==> config.mk <==
export PLATFORM = sky130hd
export DESIGN_NAME = sbc_ctrl
export DESIGN_NICKNAME = d
export VERILOG_FILES = /design/src/inc/sbc_pkg.sv /design/src/hdl/sbc_ctrl.sv
export VERILOG_INCLUDE_DIRS = /design/src /design/src/inc
export SDC_FILE = /design/constraint.sdc
export NUM_CORES = 1
export LEC_CHECK = 0
export BUFFER_PORTS_ARGS = -buffer_cell sky130_fd_sc_hd__buf_2
export CORE_MARGIN = 1
export CORE_UTILIZATION = 59
export DETAILED_ROUTE_END_ITERATION = 8
export GPL_TIMING_DRIVEN = 0
export PLACE_DENSITY = 0.81
export SLEW_MARGIN = 0
export SYNTH_ARGS = -nofsm -noshare
export SYNTH_HDL_FRONTEND = slang
export SYNTH_SLANG_ARGS = --single-unit
==> constraint.sdc <==
create_clock -name core_clk_i -period 3.95 [get_ports core_clk_i]
set_input_delay 0.5925 -clock core_clk_i [delete_from_list [all_inputs] [get_ports core_clk_i]]
set_output_delay 0.5925 -clock core_clk_i [all_outputs]
set_load 0.05 [all_outputs]
==> src/inc/sbc_cfg.svh <==
// Timing figures, pin patterns and reset values for the bank command issuer
`ifndef SBC_CFG_SVH
`define SBC_CFG_SVH

// Clock period of core_clk_i in ns (20 MHz)
`define SBC_CLK_NS 50

// Number of banks and the bank-select width
`define SBC_BANKS 4
`define SBC_BANK_W 2

// Address bit that carries the auto precharge flag
`define SBC_AP_BIT 10

// Minimum times in ns, plain defaults
`define SBC_T_RCD_NS 20
`define SBC_T_RP_NS 20
`define SBC_T_RC_NS 65
`define SBC_T_RRD_NS 10
`define SBC_T_WR_NS 15
`define SBC_T_WTR_NS 10
`define SBC_T_MRD_NS 100
`define SBC_T_RFC_NS 75
`define SBC_T_XSNR_NS 200

// Least times round up to whole clocks
`define SBC_CEIL(ns) (((ns) + `SBC_CLK_NS - 1) / `SBC_CLK_NS)
`define SBC_RCD_CYC `SBC_CEIL(`SBC_T_RCD_NS)
`define SBC_RP_CYC `SBC_CEIL(`SBC_T_RP_NS)
`define SBC_RC_CYC `SBC_CEIL(`SBC_T_RC_NS)
`define SBC_RRD_CYC `SBC_CEIL(`SBC_T_RRD_NS)
`define SBC_WR_CYC `SBC_CEIL(`SBC_T_WR_NS)
`define SBC_MRD_CYC `SBC_CEIL(`SBC_T_MRD_NS)
`define SBC_RFC_CYC `SBC_CEIL(`SBC_T_RFC_NS)
`define SBC_XSNR_CYC `SBC_CEIL(`SBC_T_XSNR_NS)
// Write-to-read delay in clocks: the lesser of 2 and the rounded ratio
`define SBC_WTR_CYC ((`SBC_CEIL(`SBC_T_WTR_NS) < 2) ? `SBC_CEIL(`SBC_T_WTR_NS) : 2)

// Extra clocks from a read to a write to another bank
`define SBC_RD2WR_EXTRA 2

// Row, column and write strobe patterns {ras_n, cas_n, we_n}
`define SBC_PAT_ACT 3'h3
`define SBC_PAT_READ 3'h5
`define SBC_PAT_WRITE 3'h4
`define SBC_PAT_PRE 3'h2
`define SBC_PAT_REF 3'h1
`define SBC_PAT_LOAD 3'h0
`define SBC_PAT_NOP 3'h7

// Reset values of the command pins
`define SBC_RST_CS_N 1'b1
`define SBC_RST_CKE 1'b0

`endif

==> src/inc/sbc_pkg.sv <==
// Types shared by the bank command issuer
`default_nettype none

package sbc_pkg;

   // Operation requested on the user port
   typedef enum logic [2:0] {
      SBC_OP_ACT = 3'h0,
      SBC_OP_READ = 3'h1,
      SBC_OP_WRITE = 3'h2,
      SBC_OP_PRE = 3'h3,
      SBC_OP_REF = 3'h4,
      SBC_OP_LOAD = 3'h5
   } sbc_op_t;

   // Tracked state of one bank
   typedef enum logic [2:0] {
      SBC_BK_IDLE = 3'h0,
      SBC_BK_ACTIVATING = 3'h1,
      SBC_BK_ACTIVE = 3'h2,
      SBC_BK_READ = 3'h3,
      SBC_BK_WRITE = 3'h4,
      SBC_BK_READ_AP = 3'h5,
      SBC_BK_WRITE_AP = 3'h6,
      SBC_BK_PRECHARGING = 3'h7
   } sbc_bank_t;

   // Verdict on the pending request
   typedef enum logic [1:0] {
      SBC_DEC_WAIT = 2'h0,
      SBC_DEC_GO = 2'h1,
      SBC_DEC_ERR = 2'h2
   } sbc_dec_t;

endpackage

`default_nettype wire

==> src/hdl/sbc_ctrl.sv <==
// Command issuer that drives a four-bank DDR2 memory over its command pins
//
// Notes on behaviour
// - Deselect or no-operation is always legal and lets work continue.
// - An idle bank places no limit on commands to other banks.
// - Busy bank n still allows activate, read, write, precharge elsewhere.
// - No write to any bank until a running read burst is done.
// - Read during another bank's write burst masks remaining write data.
// - Commands only with clock enable high twice and exit delay elapsed.
// - Other banks accept commands during auto precharge, without contention.
// - Write with auto precharge to read elsewhere: latency-1+half burst+wtr.
// - After auto precharge: half burst, half burst+2, or 1 clock spacing.
// - Write-to-read clocks are the lesser of 2 and the rounded ratio.
// - Refresh and mode register load only while all banks idle.
// - Never produce a bank state or command order outside the legal set.
// - After mode load only deselect until the mode set delay passes.
// - Activate opens row; bank needs precharge before another row opens.
// - Activates to one bank are spaced by the row cycle time.
// - Activates to different banks are spaced by the row-to-row delay.
// - Read or write waits row-to-column delay; times round up to clocks.
`timescale 1ns/10ps
`default_nettype none

`include "sbc_cfg.svh"

module sbc_ctrl
   import sbc_pkg::*;
#(
   parameter int READ_COLUMN_LATENCY = 3,
   parameter int BURST_LENGTH = 4,
   parameter int CW = 8,
   parameter int RW = 13
) (
   input wire logic core_clk_i,
   input wire logic reset_i,
   input wire logic req_valid_i,
   input wire sbc_op_t req_op_i,
   input wire logic [`SBC_BANK_W-1:0] req_bank_i,
   input wire logic [RW-1:0] req_addr_i,
   input wire logic req_ap_i,
   output logic req_ack_o,
   output logic req_err_o,
   output logic ready_o,
   output logic ddr_cke_o,
   output logic ddr_cs_n_o,
   output logic ddr_ras_n_o,
   output logic ddr_cas_n_o,
   output logic ddr_we_n_o,
   output logic [`SBC_BANK_W-1:0] ddr_ba_o,
   output logic [RW-1:0] ddr_addr_o,
   output logic data_mask_o
);

   // Clock counts at the working width
   localparam logic [CW-1:0] HALF_BURST_C = CW'(BURST_LENGTH / 2);
   localparam logic [CW-1:0] WL_C = CW'(READ_COLUMN_LATENCY - 1);
   localparam logic [CW-1:0] RCD_C = CW'(`SBC_RCD_CYC);
   localparam logic [CW-1:0] RP_C = CW'(`SBC_RP_CYC);
   localparam logic [CW-1:0] RC_C = CW'(`SBC_RC_CYC);
   localparam logic [CW-1:0] RRD_C = CW'(`SBC_RRD_CYC);
   localparam logic [CW-1:0] WR_C = CW'(`SBC_WR_CYC);
   localparam logic [CW-1:0] WTR_C = CW'(`SBC_WTR_CYC);
   localparam logic [CW-1:0] MRD_C = CW'(`SBC_MRD_CYC);
   localparam logic [CW-1:0] RFC_C = CW'(`SBC_RFC_CYC);
   localparam logic [CW-1:0] XSNR_C = CW'(`SBC_XSNR_CYC);
   localparam logic [CW-1:0] RD2WR_C = CW'(`SBC_RD2WR_EXTRA);
   localparam logic [CW-1:0] WBURST_C = WL_C + HALF_BURST_C;

   // Per-bank tracking
   sbc_bank_t bank_st [`SBC_BANKS];
   sbc_bank_t eff_st [`SBC_BANKS];
   logic [CW-1:0] bank_tmr [`SBC_BANKS];
   logic [CW-1:0] bank_rc [`SBC_BANKS];

   // Cross-bank spacing and link bring-up
   logic [CW-1:0] gap_rd;
   logic [CW-1:0] gap_wr;
   logic [CW-1:0] gap_rrd;
   logic [CW-1:0] quiet_cnt;
   logic [CW-1:0] wr_data_cnt;
   logic [CW-1:0] xs_cnt;
   logic cke_prev;
   logic all_idle;
   logic any_open;
   logic all_pre_ok;
   sbc_bank_t sel_st;
   sbc_dec_t dec;
   logic fire;
   logic issue;

   // Count down, holding at zero
   function automatic logic [CW-1:0] dec1(input logic [CW-1:0] v);
      return (v == '0) ? '0 : v - CW'(1);
   endfunction

   // Larger of two counts
   function automatic logic [CW-1:0] umax(input logic [CW-1:0] a,
                                          input logic [CW-1:0] b);
      return (a > b) ? a : b;
   endfunction

   // Length in clocks of each timed bank state
   function automatic logic [CW-1:0] dur(input sbc_bank_t s);
      unique case (s)
         SBC_BK_ACTIVATING: return RCD_C;
         SBC_BK_READ, SBC_BK_READ_AP: return HALF_BURST_C;
         SBC_BK_WRITE, SBC_BK_WRITE_AP: return WBURST_C + WR_C;
         SBC_BK_PRECHARGING: return RP_C;
         SBC_BK_IDLE, SBC_BK_ACTIVE: return '0;
      endcase
   endfunction

   // State a bank settles in when its timer runs out
   function automatic sbc_bank_t after(input sbc_bank_t s);
      unique case (s)
         SBC_BK_ACTIVATING: return SBC_BK_ACTIVE;
         SBC_BK_READ, SBC_BK_WRITE: return SBC_BK_ACTIVE;
         SBC_BK_READ_AP: return SBC_BK_PRECHARGING;
         SBC_BK_WRITE_AP: return SBC_BK_PRECHARGING;
         SBC_BK_PRECHARGING: return SBC_BK_IDLE;
         SBC_BK_IDLE, SBC_BK_ACTIVE: return s;
      endcase
   endfunction

   // Strobe pattern for each operation
   function automatic logic [2:0] pat(input sbc_op_t op);
      unique case (op)
         SBC_OP_ACT: return `SBC_PAT_ACT;
         SBC_OP_READ: return `SBC_PAT_READ;
         SBC_OP_WRITE: return `SBC_PAT_WRITE;
         SBC_OP_PRE: return `SBC_PAT_PRE;
         SBC_OP_REF: return `SBC_PAT_REF;
         SBC_OP_LOAD: return `SBC_PAT_LOAD;
         default: return `SBC_PAT_NOP;
      endcase
   endfunction

   // Bank state as seen this cycle, counting an expired timer as done
   always_comb begin
      for (int b = 0; b < `SBC_BANKS; b++) begin
         eff_st[b] = (bank_tmr[b] == '0) ? after(bank_st[b]) : bank_st[b];
      end
   end

   // Summary over all banks
   always_comb begin
      all_idle = 1'b1;
      any_open = 1'b0;
      all_pre_ok = 1'b1;
      for (int b = 0; b < `SBC_BANKS; b++) begin
         all_idle = all_idle & (eff_st[b] == SBC_BK_IDLE);
         any_open = any_open | (eff_st[b] == SBC_BK_ACTIVATING)
                    | (eff_st[b] == SBC_BK_ACTIVE)
                    | (eff_st[b] == SBC_BK_READ)
                    | (eff_st[b] == SBC_BK_WRITE);
         all_pre_ok = all_pre_ok & ((eff_st[b] == SBC_BK_IDLE)
                      | (eff_st[b] == SBC_BK_ACTIVE));
      end
   end

   // Verdict on the pending request: issue, wait, or refuse
   always_comb begin
      sel_st = eff_st[req_bank_i];
      dec = SBC_DEC_WAIT;
      if (!ready_o || quiet_cnt != '0) begin
         dec = SBC_DEC_WAIT;
      end else begin
         unique case (req_op_i)
            SBC_OP_ACT: begin
               if (sel_st == SBC_BK_IDLE) begin
                  dec = (bank_rc[req_bank_i] == '0 && gap_rrd == '0) ?
                        SBC_DEC_GO : SBC_DEC_WAIT;
               end else if (sel_st == SBC_BK_PRECHARGING
                            || sel_st == SBC_BK_READ_AP
                            || sel_st == SBC_BK_WRITE_AP) begin
                  dec = SBC_DEC_WAIT;
               end else begin
                  dec = SBC_DEC_ERR;
               end
            end
            SBC_OP_READ, SBC_OP_WRITE: begin
               if (sel_st == SBC_BK_ACTIVE) begin
                  if (req_op_i == SBC_OP_READ) begin
                     dec = (gap_rd == '0) ? SBC_DEC_GO : SBC_DEC_WAIT;
                  end else begin
                     dec = (gap_wr == '0) ? SBC_DEC_GO : SBC_DEC_WAIT;
                  end
               end else if (sel_st == SBC_BK_ACTIVATING
                            || sel_st == SBC_BK_READ
                            || sel_st == SBC_BK_WRITE) begin
                  dec = SBC_DEC_WAIT;
               end else begin
                  dec = SBC_DEC_ERR;
               end
            end
            SBC_OP_PRE: begin
               if (req_ap_i) begin
                  dec = all_pre_ok ? SBC_DEC_GO : SBC_DEC_WAIT;
               end else begin
                  dec = (sel_st == SBC_BK_IDLE || sel_st == SBC_BK_ACTIVE) ?
                        SBC_DEC_GO : SBC_DEC_WAIT;
               end
            end
            SBC_OP_REF, SBC_OP_LOAD: begin
               if (all_idle) begin
                  dec = SBC_DEC_GO;
               end else if (any_open) begin
                  dec = SBC_DEC_ERR;
               end else begin
                  dec = SBC_DEC_WAIT;
               end
            end
            default: dec = SBC_DEC_ERR;
         endcase
      end
   end

   // A request is answered once; the pulse cycle blocks a repeat
   assign fire = req_valid_i & ~req_ack_o & ~req_err_o;
   assign issue = fire & (dec == SBC_DEC_GO);

   // Clock enable bring-up and exit delay before the first command
   always_ff @(posedge core_clk_i) begin
      if (reset_i) begin
         ddr_cke_o <= `SBC_RST_CKE;
         cke_prev <= `SBC_RST_CKE;
         xs_cnt <= XSNR_C;
         ready_o <= 1'b0;
      end else begin
         ddr_cke_o <= 1'b1;
         cke_prev <= ddr_cke_o;
         if (ddr_cke_o) begin
            xs_cnt <= dec1(xs_cnt);
         end
         ready_o <= ddr_cke_o & cke_prev & (xs_cnt == '0);
      end
   end

   // Command pins: a legal command for one cycle, otherwise deselect
   always_ff @(posedge core_clk_i) begin
      if (reset_i) begin
         ddr_cs_n_o <= `SBC_RST_CS_N;
         {ddr_ras_n_o, ddr_cas_n_o, ddr_we_n_o} <= `SBC_PAT_NOP;
         ddr_ba_o <= '0;
         ddr_addr_o <= '0;
      end else if (issue) begin
         ddr_cs_n_o <= 1'b0;
         {ddr_ras_n_o, ddr_cas_n_o, ddr_we_n_o} <= pat(req_op_i);
         ddr_ba_o <= req_bank_i;
         unique case (req_op_i)
            SBC_OP_READ, SBC_OP_WRITE: begin
               ddr_addr_o <= req_addr_i;
               ddr_addr_o[`SBC_AP_BIT] <= req_ap_i;
            end
            SBC_OP_PRE: begin
               ddr_addr_o <= '0;
               ddr_addr_o[`SBC_AP_BIT] <= req_ap_i;
            end
            SBC_OP_REF: ddr_addr_o <= '0;
            default: ddr_addr_o <= req_addr_i;
         endcase
      end else begin
         ddr_cs_n_o <= 1'b1;
         {ddr_ras_n_o, ddr_cas_n_o, ddr_we_n_o} <= `SBC_PAT_NOP;
      end
   end

   // Request answers, one-cycle pulses
   always_ff @(posedge core_clk_i) begin
      if (reset_i) begin
         req_ack_o <= 1'b0;
         req_err_o <= 1'b0;
      end else begin
         req_ack_o <= issue;
         req_err_o <= fire & (dec == SBC_DEC_ERR);
      end
   end

   // Cross-bank spacing counters, loaded with the gap less one
   always_ff @(posedge core_clk_i) begin
      if (reset_i) begin
         gap_rd <= '0;
         gap_wr <= '0;
         gap_rrd <= '0;
         quiet_cnt <= '0;
      end else begin
         gap_rd <= dec1(gap_rd);
         gap_wr <= dec1(gap_wr);
         gap_rrd <= dec1(gap_rrd);
         quiet_cnt <= dec1(quiet_cnt);
         if (issue) begin
            unique case (req_op_i)
               SBC_OP_ACT: gap_rrd <= umax(dec1(gap_rrd), dec1(RRD_C));
               SBC_OP_READ: begin
                  gap_rd <= umax(dec1(gap_rd), dec1(HALF_BURST_C));
                  gap_wr <= umax(dec1(gap_wr),
                                 dec1(HALF_BURST_C + RD2WR_C));
               end
               SBC_OP_WRITE: begin
                  gap_wr <= umax(dec1(gap_wr), dec1(HALF_BURST_C));
                  if (req_ap_i) begin
                     gap_rd <= umax(dec1(gap_rd),
                                    dec1(WBURST_C + WTR_C));
                  end else begin
                     gap_rd <= umax(dec1(gap_rd), dec1(HALF_BURST_C));
                  end
               end
               SBC_OP_REF: quiet_cnt <= dec1(RFC_C);
               SBC_OP_LOAD: quiet_cnt <= dec1(MRD_C);
               default: quiet_cnt <= dec1(quiet_cnt);
            endcase
         end
      end
   end

   // Per-bank state and timers, advanced on every edge
   always_ff @(posedge core_clk_i) begin
      for (int b = 0; b < `SBC_BANKS; b++) begin
         if (reset_i) begin
            bank_st[b] <= SBC_BK_IDLE;
            bank_tmr[b] <= '0;
            bank_rc[b] <= '0;
         end else begin
            bank_rc[b] <= dec1(bank_rc[b]);
            if (issue && (`SBC_BANK_W'(b) == req_bank_i
                          || (req_op_i == SBC_OP_PRE && req_ap_i))) begin
               unique case (req_op_i)
                  SBC_OP_ACT: begin
                     bank_st[b] <= SBC_BK_ACTIVATING;
                     bank_tmr[b] <= dec1(RCD_C);
                     bank_rc[b] <= dec1(RC_C);
                  end
                  SBC_OP_READ: begin
                     bank_st[b] <= req_ap_i ? SBC_BK_READ_AP : SBC_BK_READ;
                     bank_tmr[b] <= dec1(HALF_BURST_C);
                  end
                  SBC_OP_WRITE: begin
                     bank_st[b] <= req_ap_i ? SBC_BK_WRITE_AP : SBC_BK_WRITE;
                     bank_tmr[b] <= dec1(WBURST_C + WR_C);
                  end
                  SBC_OP_PRE: begin
                     if (eff_st[b] == SBC_BK_ACTIVE) begin
                        bank_st[b] <= SBC_BK_PRECHARGING;
                        bank_tmr[b] <= dec1(RP_C);
                     end else begin
                        bank_st[b] <= eff_st[b];
                        bank_tmr[b] <= '0;
                     end
                  end
                  default: bank_tmr[b] <= dec1(bank_tmr[b]);
               endcase
            end else if (bank_st[b] != eff_st[b]) begin
               bank_st[b] <= eff_st[b];
               bank_tmr[b] <= dec1(dur(eff_st[b]));
            end else begin
               bank_tmr[b] <= dec1(bank_tmr[b]);
            end
         end
      end
   end

   // Mask the rest of a write burst when a read cuts in
   always_ff @(posedge core_clk_i) begin
      if (reset_i) begin
         wr_data_cnt <= '0;
         data_mask_o <= 1'b0;
      end else begin
         if (issue && req_op_i == SBC_OP_WRITE) begin
            wr_data_cnt <= WBURST_C;
         end else begin
            wr_data_cnt <= dec1(wr_data_cnt);
         end
         if (issue && req_op_i == SBC_OP_READ && wr_data_cnt > CW'(1)) begin
            data_mask_o <= 1'b1;
         end else if (wr_data_cnt <= CW'(1)) begin
            data_mask_o <= 1'b0;
         end
      end
   end

endmodule // sbc_ctrl

`default_nettype wire

==> results of run 1 <==
-- per-stage QoR --
stage	cell area, um^2	utilization [%]	power (mW)	setup slack, ps	hold WS [ps]
floorplan	8390	-	3.46	669	414
global placement	8820	65.6	3.74	150	428
CTS	9410	69.9	5.42	80.2	404
global route	9470	70.4	5.83	32.9	413
detailed placement	8820	65.6	3.80	128	429
finish	9470	70.4	5.49	136	404
-- routing by layer --
layer  wire length [um]  track usage [%]
met1               8190             35.4
met3               1670             6.89
met2               9090             43.9
met5                  0                0
met4                544             12.9
-- critical path, delay by kind of cell (launching register included) --
family                   cells  cell delay, ps
adder cells (fa/ha/maj)      1             190
AO/OA/AOI/OAI                2             640
flip-flops                   1             430
AND/OR/NAND/NOR              6            1880
buffers and inverters        1              80
multiplexers                 1             330
-- layout make-up --
type	instances	area, um^2	area share, %
clock buffers	21	482	5.09
well taps	176	220	2.32
flip-flops and latches	149	3500	37.0
inverters	39	146	1.55
repair buffers	49	263	2.77
clock inverters	11	108	1.14
multi-input cells	757	4610	48.7
plain buffers	35	138	1.45
-- worst min-delay path by stage --
stage                              from             to  slack [ps]  cells after the start
after floorplan              gap_rrd[0]     gap_rrd[0]         410                      1
after global placement       gap_rrd[0]     gap_rrd[0]         430                      1
after detailed placement     gap_rrd[0]     gap_rrd[0]         430                      1
after CTS                 req_addr_i[6]  ddr_addr_o[6]         400                      3
after global routing      req_addr_i[9]  ddr_addr_o[9]         410                      3
final                     req_addr_i[0]  ddr_addr_o[0]         400                      3
-- what timing repair did --
item,in CTS,in global routing
setup endpoints to repair,0,20
gates resized for setup,0,4
buffers inserted,0,7
-- sequential cells by signal (all words and copies together) (netlist names), 2 cells and up --
name / count
gap_wr: 8
wr_data_cnt: 8
ddr_ba_o: 2
bank_rc: 32
ddr_addr_o: 13
bank_tmr: 32
gap_rrd: 8
gap_rd: 8
bank_st: 12
xs_cnt: 8
quiet_cnt: 8
-- cells by family after synthesis --
group / after synthesis
flops: 149
other cells: 1
fa+ha+maj: 24
buf+inv: 75
compound gates: 183
simple gates: 430
xor+xnor: 66
mux: 14
-- placed cells by master, fill, tap and decap left out, drive strengths merged, types with 12 or more instances in the layout --
cell type,Yosys,routed
or3,12,12
dfxtp,97,97
buf,7,56
o21ai,27,27
inv,39,46
xnor2,42,42
nor2b,18,18
nand2,94,94
o31ai,13,13
nand3,34,34
ha,24,24
conb,1,40
clkbuf,29,49
edfxtp,52,52
xor2,24,24
nand2b,12,12
nor4,22,22
nor2,139,139
o22ai,13,13
a21oi,57,57
nor3,37,37
-- Yosys cell counts (16+ instances only) --
| cell type | n |
|---|---|
| sky130_fd_sc_hd__o21ai_0 | 21 |
| sky130_fd_sc_hd__nand2_1 | 94 |
| sky130_fd_sc_hd__edfxtp_1 | 52 |
| sky130_fd_sc_hd__nand3_1 | 34 |
| sky130_fd_sc_hd__dfxtp_1 | 97 |
| sky130_fd_sc_hd__xor2_1 | 24 |
| sky130_fd_sc_hd__a21oi_1 | 57 |
| sky130_fd_sc_hd__ha_1 | 24 |
| sky130_fd_sc_hd__nor2_1 | 139 |
| sky130_fd_sc_hd__nor3_1 | 33 |
| sky130_fd_sc_hd__nor4_1 | 16 |
| sky130_fd_sc_hd__inv_1 | 39 |
| sky130_fd_sc_hd__xnor2_1 | 42 |
| sky130_fd_sc_hd__nor2b_1 | 18 |
| sky130_fd_sc_hd__clkbuf_1 | 29 |
-- power groups by stage --
stage | clock, mW | sequential [mW] | combinational, mW
3_3_place_gp | 0 | 2.15 | 1.59
3_5_place_dp | 0 | 2.16 | 1.64
2_1_floorplan | 0 | 2.11 | 1.36
6_report | 1.61 | 2.14 | 1.74
4_1_cts | 1.63 | 2.13 | 1.66
5_1_grt | 1.70 | 2.18 | 1.95
==> Flow_metrics.wiki, run 1 <==
{| class="wikitable"
! Metric !! Value
|-
| DR vias/cell || 5.85
|-
| Internal Dissipation || 3.59 mW
|-
| Number of instances in the synthesized netlist || 942
|-
| Critical Path Slowest Stage Cell || sky130_fd_sc_hd__or3b_2
|-
| Critical path launch point || bank_tmr[3][0]
|-
| Port Buffer Count || 42
|-
| Effective utilization at floorplan || 61.3%
|-
| CTS Hold Buffers Added || 0
|-
| Portion of netlist area occupied by mux cells || 1.88%
|-
| Destination of the critical timing path || bank_st[1][1]
|-
| Die X-Extent || 120 um
|-
| Number of nets still failing antenna checks after routing || 0
|-
| Classification of the worst setup path || register to register
|-
| Fraction of synthesized cell area in xor and xnor cells || 7.01%
|-
| Buffer depth of the longest clock path || 2
|-
| Seq pwr share || 38.9%
|-
| Area growth from synthesis to layout || 14.9%
|-
| Sw Ratio || 34.6%
|-
| Timing-limited maximum frequency || 262 MHz
|-
| Total wire length || 19500 um
|-
| Main area contributors after synthesis || sky130_fd_sc_hd__dfxtp_1, sky130_fd_sc_hd__edfxtp_1, sky130_fd_sc_hd__nor2_1, sky130_fd_sc_hd__xnor2_1, sky130_fd_sc_hd__nand2_1
|-
| Diode insertion count for antenna repair || 0
|-
| Post-synthesis adder-cell area fraction || 3.64%
|-
| Clock Latency Late Sink || 440 ps
|-
| Cell accounting for the most synthesized area || sky130_fd_sc_hd__dfxtp_1
|-
| Clock tree sinks || 149
|-
| Cells on worst reg2reg path || 11
|-
| CP required || 4130 ps
|-
| CTS tree || yes
|-
| Fraction of final layout cells sized beyond drive strength 1 || 11.7%
|-
| Routability congestion estimate || 0.961
|-
| Sum of negative setup slack || 0 ps
|-
| Top Ports || 46
|-
| Register clock-pin slew on the reported worst setup and hold paths || 60 ps
|-
| Final-layout fill cell count || 1077
|-
| Unrepaired setup endpoints after global routing || false
|-
| Worst path arrival time || 3990 ps
|-
| Beginning of the worst register-to-register path || bank_tmr[3][0]
|-
| Via count of the first global-routing pass || 6498
|-
| Number of nets in the layout || 1094
|-
| Power per standard cell area || 580 nW/um^2
|-
| Power spent charging and discharging nets || 1.90 mW
|-
| Wirelength per Cell || 15.8 um
|-
| DR pass1 iterations || 5
|-
| FF-to-FF setup slack || 140 ps
|-
| Post-synthesis register bit count || 149
|-
| Sequential-to-total area share from yosys stat || 42.5%
|-
| Ordered list of cells on the worst path || inv_1 -> ha_1 -> or3b_2 -> nor3_4 -> nor3b_1 -> nor4_4 -> mux2i_2 -> o22a_1 -> a21o_1 -> nor2_1 -> or3_1
|-
| Max-slew violations || 0
|-
| Cell chosen for the clock root || sky130_fd_sc_hd__clkbuf_16
|-
| Worst-margin pin slew || 776 ps
|-
| Max-cap violations || 0
|-
| DRC violation total after the first TritonRoute iteration || 599
|-
| Number of warnings reported in the yosys synthesis log || 0
|-
| Final Hold Fails || 0
|-
| Vert. Die Dim || 120 um
|-
| Worst-path fanout max || 6
|-
| Combinational cell fraction of total power || 31.7%
|-
| Max-slew headroom at the worst pin || 47.9%
|-
| Peak supply drop || 0.000483 V
|-
| Crit path time final || 3810 ps
|-
| Leakage power || 3.59 nW
|-
| Worst hold path class || input pin to register
|-
| Half-perimeter wire length of the detailed placement result || 13700 um
|-
| Worst setup EP type || register
|-
| Average footprint of a synthesized cell || 8.75 um^2
|-
| Placeable core region || 13500 um^2
|-
| Worst clock skew || 7.63 ps
|-
| Overflow left after global routing || 0
|-
| Post-synthesis share of cell area spent on and, or, nand and nor gates || 26.6%
|-
| Total track usage || 27.7%
|-
| Main combinational cell family by area after synthesis || simple AND/OR/NAND/NOR gates
|-
| Distinct cell type count after synthesis || 78
|-
| Total of endpoints with negative setup slack in the final report || 0
|-
| # rows || 42
|-
| Clock buffer count from CTS || 17
|-
| Final non-filler cell total || 1237
|-
| Power share of the clock group || 29.4%
|-
| Post-Place Cells || 1199
|-
| CP peak stage delay || 530 ps
|-
| Share of synthesized flip-flops with an asynchronous set or reset || 0%
|-
| Antenna violations before repair || 0
|-
| Startpoint types || register
|-
| Count of flip-flops with a built-in enable after synthesis || 52
|-
| Top-area cell type share of the netlist area || 23.6%
|-
| Count of vias placed by the detailed router || 7236
|-
| Global-route wire length before repair || 31300 um
|-
| Final worst-path cycle share || 96.5%
|-
| Largest net degree at the start of global routing || 17
|-
| H-Tree Depth || 4
|-
| Result of the run || complete, no violations
|-
| R2r endpoint || bank_st[1][1]
|-
| Post-synthesis instance area || 8240 um^2
|-
| Most common flop cell mapped by yosys || sky130_fd_sc_hd__dfxtp_1
|-
| Die Footprint || 14400 um^2
|-
| Remaining design rule violation count || 0
|-
| Post-synthesis compound-gate area fraction || 14.8%
|}
Note: power is estimated with default switching activity, not from simulation.
==> inputs of run 2 (changes only) <==
--- a/config.mk
+++ b/config.mk
@@ -11,8 +11,8 @@
 export CORE_UTILIZATION = 59
 export DETAILED_ROUTE_END_ITERATION = 8
 export GPL_TIMING_DRIVEN = 0
-export PLACE_DENSITY = 0.81
-export SLEW_MARGIN = 0
+export PLACE_DENSITY = 0.75
+export SLEW_MARGIN = 20
 export SYNTH_ARGS = -nofsm -noshare
 export SYNTH_HDL_FRONTEND = slang
 export SYNTH_SLANG_ARGS = --single-unit
==> constraint.sdc (replaced) <==
create_clock -name core_clk_i -period 3.95 [get_ports core_clk_i]
set_input_delay 0.395 -clock core_clk_i [delete_from_list [all_inputs] [get_ports core_clk_i]]
set_output_delay 0.395 -clock core_clk_i [all_outputs]
set_load 0.05 [all_outputs]
==> run 2 against run 1 <==
Design area barely moved. First-iteration DRC count down 18%. Via count is 1.1% lower. Critical path type unchanged. Largest power group unchanged.
==> Flow_metrics.wiki, run 2 (synthesis gave the netlist of run 1 again) <==
{| class="wikitable"
! Metric !! Value
|-
| Result of the run || complete, no violations
|-
| Max-slew headroom at the worst pin || 42.6% (-5.3 points)
|-
| Vert. Die Dim || 120 um (unchanged)
|-
| Largest net degree at the start of global routing || 17 (unchanged)
|-
| Placeable core region || 13500 um^2 (unchanged)
|-
| Clock tree sinks || 149 (unchanged)
|-
| Clock buffer count from CTS || 17 (unchanged)
|-
| Remaining design rule violation count || 0 (unchanged)
|-
| Worst hold margin || 220 ps (-184 ps)
|-
| CTS Hold Buffers Added || 0 (unchanged)
|-
| Power per standard cell area || 575 nW/um^2 (-0.85%)
|-
| Fraction of final layout cells sized beyond drive strength 1 || 11.6% (-0.061 points)
|-
| DR vias/cell || 5.80 (-0.82%)
|-
| Max-slew violations || 0 (unchanged)
|-
| Peak supply drop || 0.000417 V (-14%)
|-
| Leakage power || 3.59 nW (about the same)
|-
| Number of nets still failing antenna checks after routing || 0 (unchanged)
|-
| Final Hold Fails || 0 (unchanged)
|-
| Classification of the worst setup path || register to register
|-
| Die X-Extent || 120 um (unchanged)
|-
| CP peak stage delay || 540 ps (about the same)
|-
| Worst path arrival time || 3890 ps (-100 ps)
|-
| Global-route wire length before repair || 31600 um (+1.1%)
|-
| Worst hold path class || input pin to register
|-
| Via count of the first global-routing pass || 6608 (+1.7%)
|-
| Clock Latency Late Sink || 430 ps (about the same)
|-
| Final non-filler cell total || 1234 (-0.24%)
|-
| Wirelength per Cell || 15.6 um (-1.3%)
|-
| H-Tree Depth || 4 (unchanged)
|-
| Crit path time final || 3750 ps (-62.1 ps)
|-
| Timing-limited maximum frequency || 267 MHz (+1.7%)
|-
| Most frequent cells in the layout || sky130_fd_sc_hd__nor2_1, sky130_fd_sc_hd__dfxtp_1, sky130_fd_sc_hd__nand2_1
|-
| Register clock-pin slew on the reported worst setup and hold paths || 60 ps (about the same)
|-
| Most common library cell in the layout ignoring fill and taps || sky130_fd_sc_hd__nor2_1
|-
| Number of nets in the layout || 1091 (-0.27%)
|-
| Buffer depth of the longest clock path || 2 (unchanged)
|-
| Critical Path Slowest Stage Cell || sky130_fd_sc_hd__or3b_2
|-
| Total of endpoints with negative setup slack in the final report || 0 (unchanged)
|-
| Post-Place Cells || 1199 (unchanged)
|-
| Worst clock skew || 9.99 ps (+2.35 ps)
|-
| Worst setup EP type || register
|-
| Total track usage || 27.9% (+0.23 points)
|-
| Count of vias placed by the detailed router || 7159 (-1.1%)
|-
| DRC violation total after the first TritonRoute iteration || 489 (-18%)
|-
| Ordered list of cells on the worst path || inv_1 -> ha_1 -> or3b_2 -> o31a_1 -> o22ai_1 -> and4_1 -> nand2_1 -> o22a_2 -> or2_1 -> buf_2 -> o21ai_1 -> a31o_2
|-
| Worst-path fanout max || 10 (+4)
|-
| Area growth from synthesis to layout || 14.8% (about the same)
|-
| Routability congestion estimate || 0.912 (-5.0%)
|-
| Half-perimeter wire length of the detailed placement result || 13800 um (+0.67%)
|-
| DR pass1 iterations || 5 (unchanged)
|-
| Worst-margin pin slew || 855 ps (+78.9 ps)
|-
| Overflow left after global routing || 0 (unchanged)
|-
| Port Buffer Count || 42 (unchanged)
|-
| Top Ports || 46 (unchanged)
|-
| Startpoint types || register
|-
| Antenna violations before repair || 0 (unchanged)
|-
| Final worst-path cycle share || 95.0% (-1.6 points)
|-
| Cell chosen for the clock root || sky130_fd_sc_hd__clkbuf_16
|-
| Diode insertion count for antenna repair || 0 (unchanged)
|-
| Effective utilization at floorplan || 61.3% (unchanged)
|-
| Biggest regs || bank_rc (32), bank_tmr (32), ddr_addr_o (13)
|-
| FF-to-FF setup slack || 200 ps (+60 ps)
|-
| CTS tree || yes
|-
| Max-cap violations || 0 (unchanged)
|-
| # rows || 42 (unchanged)
|-
| CP required || 4090 ps (-40 ps)
|-
| Die Footprint || 14400 um^2 (unchanged)
|-
| Total wire length || 19200 um (-1.5%)
|}
## run 2: area by class of cell
type / instances / area [um^2]
tap: 176 / 220
fill: 1117 / 3990
multi-input combinational: 757 / 4620
buffer: 35 / 138
sequential: 149 / 3500
clock inverter: 9 / 72.6
timing repair buffer: 46 / 240
inverter: 39 / 146
clock buffer: 23 / 520
## run 2: worst paths after layout
check / end / startpoint / cells past startpoint
min: ddr_addr_o[2] / req_addr_i[2] / 3
max: bank_st[3][2] / bank_tmr[3][0] / 12
min reg2reg: gap_rrd[0] / gap_rrd[0] / 1
max reg2reg: bank_st[3][2] / bank_tmr[3][0] / 12
## run 2: worst max-delay path, delay by kind of cell (launching register included)
family | cells | cell delay, ps
compound gates | 5 | 1410
simple gates | 4 | 1150
flops | 1 | 430
buf+inv | 2 | 290
fa+ha+maj | 1 | 190
## run 2: what timing repair did
action / 4_1_cts / 5_1_grt
resized for setup: 0 / 7
buffers inserted: 0 / 4
setup endpoints to repair: 0 / 51
## run 2: report_power, final
part | internal [mW] | switching, mW
combinational | 0.753 | 0.949
sequential | 1.88 | 0.254
clock | 0.941 | 0.666
## run 2: per-layer routing
metal / up-vias / GRT usage (%) / share of wire [%]
met5: - / 0 / 0
met4: 0 / 10.5 / 2.3
met3: 41 / 6.42 / 6.4
met2: 210 / 44.9 / 47
met1: 3363 / 36.5 / 44
li1: 3545 / - / -
## run 2: stage by stage
stage / area [um^2] / util [%] / worst slack [ps] / setup TNS [ps] / power (mW)
2_1_floorplan: 8390 / - / 669 / 0 / 3.46
3_3_place_gp: 8820 / 65.6 / 153 / 0 / 3.75
3_5_place_dp: 8820 / 65.6 / 72.2 / 0 / 3.79
4_1_cts: 9410 / 70.0 / 64.3 / 0 / 5.41
5_1_grt: 9470 / 70.4 / -1.27 / -1.27 / 5.81
6_report: 9470 / 70.4 / 199 / 0 / 5.44
==> inputs of run 3 (changes only) <==
--- a/config.mk
+++ b/config.mk
@@ -8,10 +8,11 @@
 export LEC_CHECK = 0
 export BUFFER_PORTS_ARGS = -buffer_cell sky130_fd_sc_hd__buf_2
 export CORE_MARGIN = 1
-export CORE_UTILIZATION = 59
+export CORE_UTILIZATION = 51
 export DETAILED_ROUTE_END_ITERATION = 8
+export GPL_ROUTABILITY_DRIVEN = 1
 export GPL_TIMING_DRIVEN = 0
-export PLACE_DENSITY = 0.75
+export PLACE_DENSITY = 0.67
 export SLEW_MARGIN = 20
 export SYNTH_ARGS = -nofsm -noshare
 export SYNTH_HDL_FRONTEND = slang
==> run 3 against run 2 <==
Combinational power is essentially flat. Core utilization shrank 10 points. Design area grew 0.54%. Non-clock buffer count grew 2. First-iteration DRC count shrank 8.4%. Clock skew shrank 3.0 ps. Global-route usage shrank 3.8 points. Fmax shrank 2.0%. Sequential power is essentially flat. Total power shrank 0.19%. Register-to-register slack lost 80 ps. Critical path depth shrank 1. Critical path type unchanged. Largest cell class unchanged.
==> Flow_metrics.wiki, run 3 (synthesis gave the netlist of run 1 again) <==
{| class="wikitable"
! Metric !! Value
|-
| Result of the run || complete, no violations
|-
| Global-route wire length before repair || 31200 um (-1.3%)
|-
| Buffers and inverters on the worst path || 1 (-1)
|-
| Number of nets in the layout || 1093 (+0.18%)
|-
| Peak supply drop || 0.000454 V (+8.7%)
|-
| Sum of negative setup slack || 0 ps (unchanged)
|-
| Power per standard cell area || 571 nW/um^2 (-0.73%)
|-
| Leakage power || 3.57 nW (-0.38%)
|-
| Clock tree sinks || 149 (unchanged)
|-
| Number of nets still failing antenna checks after routing || 0 (unchanged)
|-
| Routability congestion estimate || 0.865 (-5.2%)
|-
| CP required || 4120 ps (+30 ps)
|-
| CTS tree || yes
|-
| Half-perimeter wire length of the detailed placement result || 14000 um (+1.1%)
|-
| Buffer depth of the longest clock path || 2 (unchanged)
|-
| Max-slew violations || 0 (unchanged)
|-
| Fraction of final layout cells sized beyond drive strength 1 || 11.7% (+0.072 points)
|-
| Combinational cell fraction of total power || 31.3% (about the same)
|-
| Clock buffer count from CTS || 17 (unchanged)
|-
| Register clock-pin slew on the reported worst setup and hold paths || 60 ps (about the same)
|-
| Max-cap violations || 0 (unchanged)
|-
| Count of vias placed by the detailed router || 7084 (-1.0%)
|-
| Worst-margin pin slew || 787 ps (-67.4 ps)
|-
| Wirelength per Cell || 15.3 um (-1.6%)
|-
| Crit path time final || 3830 ps (+75.5 ps)
|-
| Critical Path Slowest Stage Cell || sky130_fd_sc_hd__or3b_2
|-
| CP peak stage delay || 530 ps (about the same)
|-
| Cell chosen for the clock root || sky130_fd_sc_hd__clkbuf_16
|-
| Most frequent cells in the layout || sky130_fd_sc_hd__nor2_1, sky130_fd_sc_hd__dfxtp_1, sky130_fd_sc_hd__nand2_1
|-
| Worst hold margin || 219 ps (-1.49 ps)
|-
| Worst-path fanout max || 6 (-4)
|-
| Total wire length || 19500 um (+1.7%)
|-
| Remaining design rule violation count || 0 (unchanged)
|-
| Ordered list of cells on the worst path || inv_1 -> ha_1 -> or3b_2 -> nor3_4 -> nor3b_1 -> nor4_4 -> mux2i_2 -> o22a_1 -> a21o_1 -> nor2_1 -> or3_1
|-
| Worst hold path class || input pin to register
|-
| DR pass1 iterations || 5 (unchanged)
|-
| Overflow left after global routing || 0 (unchanged)
|-
| # rows || 46 (+9.5%)
|-
| Die X-Extent || 129 um (+7.4%)
|-
| Top Ports || 46 (unchanged)
|-
| Final worst-path cycle share || 96.9% (+1.9 points)
|-
| Clock Latency Late Sink || 430 ps (about the same)
|-
| DRC violation total after the first TritonRoute iteration || 448 (-8.4%)
|-
| Internal Dissipation || 3.56 mW (-0.34%)
|-
| Sw Ratio || 34.4% (+0.095 points)
|-
| Biggest regs || bank_rc (32), bank_tmr (32), ddr_addr_o (13)
|-
| Most common library cell in the layout ignoring fill and taps || sky130_fd_sc_hd__nor2_1
|-
| Area growth from synthesis to layout || 15.5%
|-
| Via count of the first global-routing pass || 6428 (-2.7%)
|-
| DR vias/cell || 5.55 (-4.3%)
|-
| Cell family with most CP delay || simple AND/OR/NAND/NOR gates
|-
| Timing-limited maximum frequency || 261 MHz (-2.0%)
|-
| H-Tree Depth || 4 (unchanged)
|-
| Max-slew headroom at the worst pin || 47.3% (+4.7 points)
|-
| Antenna violations before repair || 0 (unchanged)
|-
| Classification of the worst setup path || register to register
|-
| Final-layout fill cell count || 1427 (+28%)
|-
| Largest net degree at the start of global routing || 17 (unchanged)
|-
| Placeable core region || 15800 um^2 (+18%)
|-
| Power spent charging and discharging nets || 1.87 mW (about the same)
|-
| Worst path arrival time || 3990 ps (+100 ps)
|-
| Total track usage || 24.1% (-3.8 points)
|-
| Worst setup EP type || register
|-
| Startpoint types || register
|-
| Unrepaired setup endpoints after global routing || false
|-
| Post-Place Cell Area || 8870 um^2 (+0.57%)
|-
| Final Hold Fails || 0 (unchanged)
|-
| Power share of the clock group || 29.4% (about the same)
|-
| Worst clock skew || 7.00 ps (-2.99 ps)
|-
| Post-route design area || 9520 um^2 (+0.54%)
|-
| Total of endpoints with negative setup slack in the final report || 0 (unchanged)
|-
| Effective utilization at floorplan || 52.1% (-9.2 points)
|-
| Seq pwr share || 39.3% (about the same)
|-
| Vert. Die Dim || 129 um (+7.4%)
|-
| Port Buffer Count || 42 (unchanged)
|-
| Die Footprint || 16700 um^2 (+15%)
|-
| Diode insertion count for antenna repair || 0 (unchanged)
|}
-- run 3: cell types whose count changed in the layout (fill, tap and decap cells not counted), sizes merged --
cell      delta
clkinv       +4
inv          -3
bufinv       +1
buf          +2
clkinvlp     +1
clkbuf       -3
-- run 3: path summary, 6_finish.rpt --
| path | startpoint | end | slack, ps | depth (start not counted) |
|---|---|---|---|---|
| worst min-delay path | req_addr_i[7] | ddr_addr_o[7] | 220 | 3 |
| worst max-delay path | bank_tmr[3][0] | bank_st[1][2] | 120 | 11 |
| worst max register to register | bank_tmr[3][0] | bank_st[1][2] | 120 | 11 |
| worst min register to register | gap_rrd[0] | gap_rrd[0] | 440 | 1 |
-- run 3: metal layers --
layer  wire, um  vias to the layer above  GRT usage (%)
li1           -                     3551              -
met2       8920                      190           38.5
met3       1130                       29           5.28
met4        339                        0           9.00
met5          0                        -              0
met1       9140                     3314           32.0
-- run 3: layout make-up --
cell class	count	area, um^2	area share, %
flip-flops and latches	149	3500	36.8
clock inverters	12	118	1.24
multi-input cells	757	4620	48.5
repair buffers	48	255	2.68
clock buffers	20	468	4.92
inverters	39	146	1.54
plain buffers	35	138	1.45
well taps	216	270	2.84
-- run 3: power by group through the flow --
stage / combinational, mW / sequential, mW / clock [mW]
6_report: 1.70 / 2.14 / 1.60
3_3_place_gp: 1.60 / 2.16 / 0
4_1_cts: 1.65 / 2.13 / 1.63
5_1_grt: 1.92 / 2.18 / 1.68
2_1_floorplan: 1.36 / 2.11 / 0
3_5_place_dp: 1.63 / 2.16 / 0
-- run 3: worst min-delay path: stages --
cell and delay (ps):
sky130_fd_sc_hd__buf_2 90, sky130_fd_sc_hd__nand3_1 50, sky130_fd_sc_hd__a21oi_1 50
-- run 3: what timing repair did --
action                     4_1_cts  5_1_grt
hold buffers                     0        0
setup endpoints to repair        0       36
setup buffers                    0        6
resized for setup                0        5
-- run 3: per-stage QoR --
step	total power [mW]	cells	worst slack, ps	util [%]
after global placement	3.76	1239	60.5	56.0
after floorplan	3.46	981	669	-
after detailed placement	3.79	1239	63.6	56.0
after global routing	5.79	1276	1.96	60.1
after CTS	5.41	1271	24.1	59.7
final	5.43	1276	123	60.1
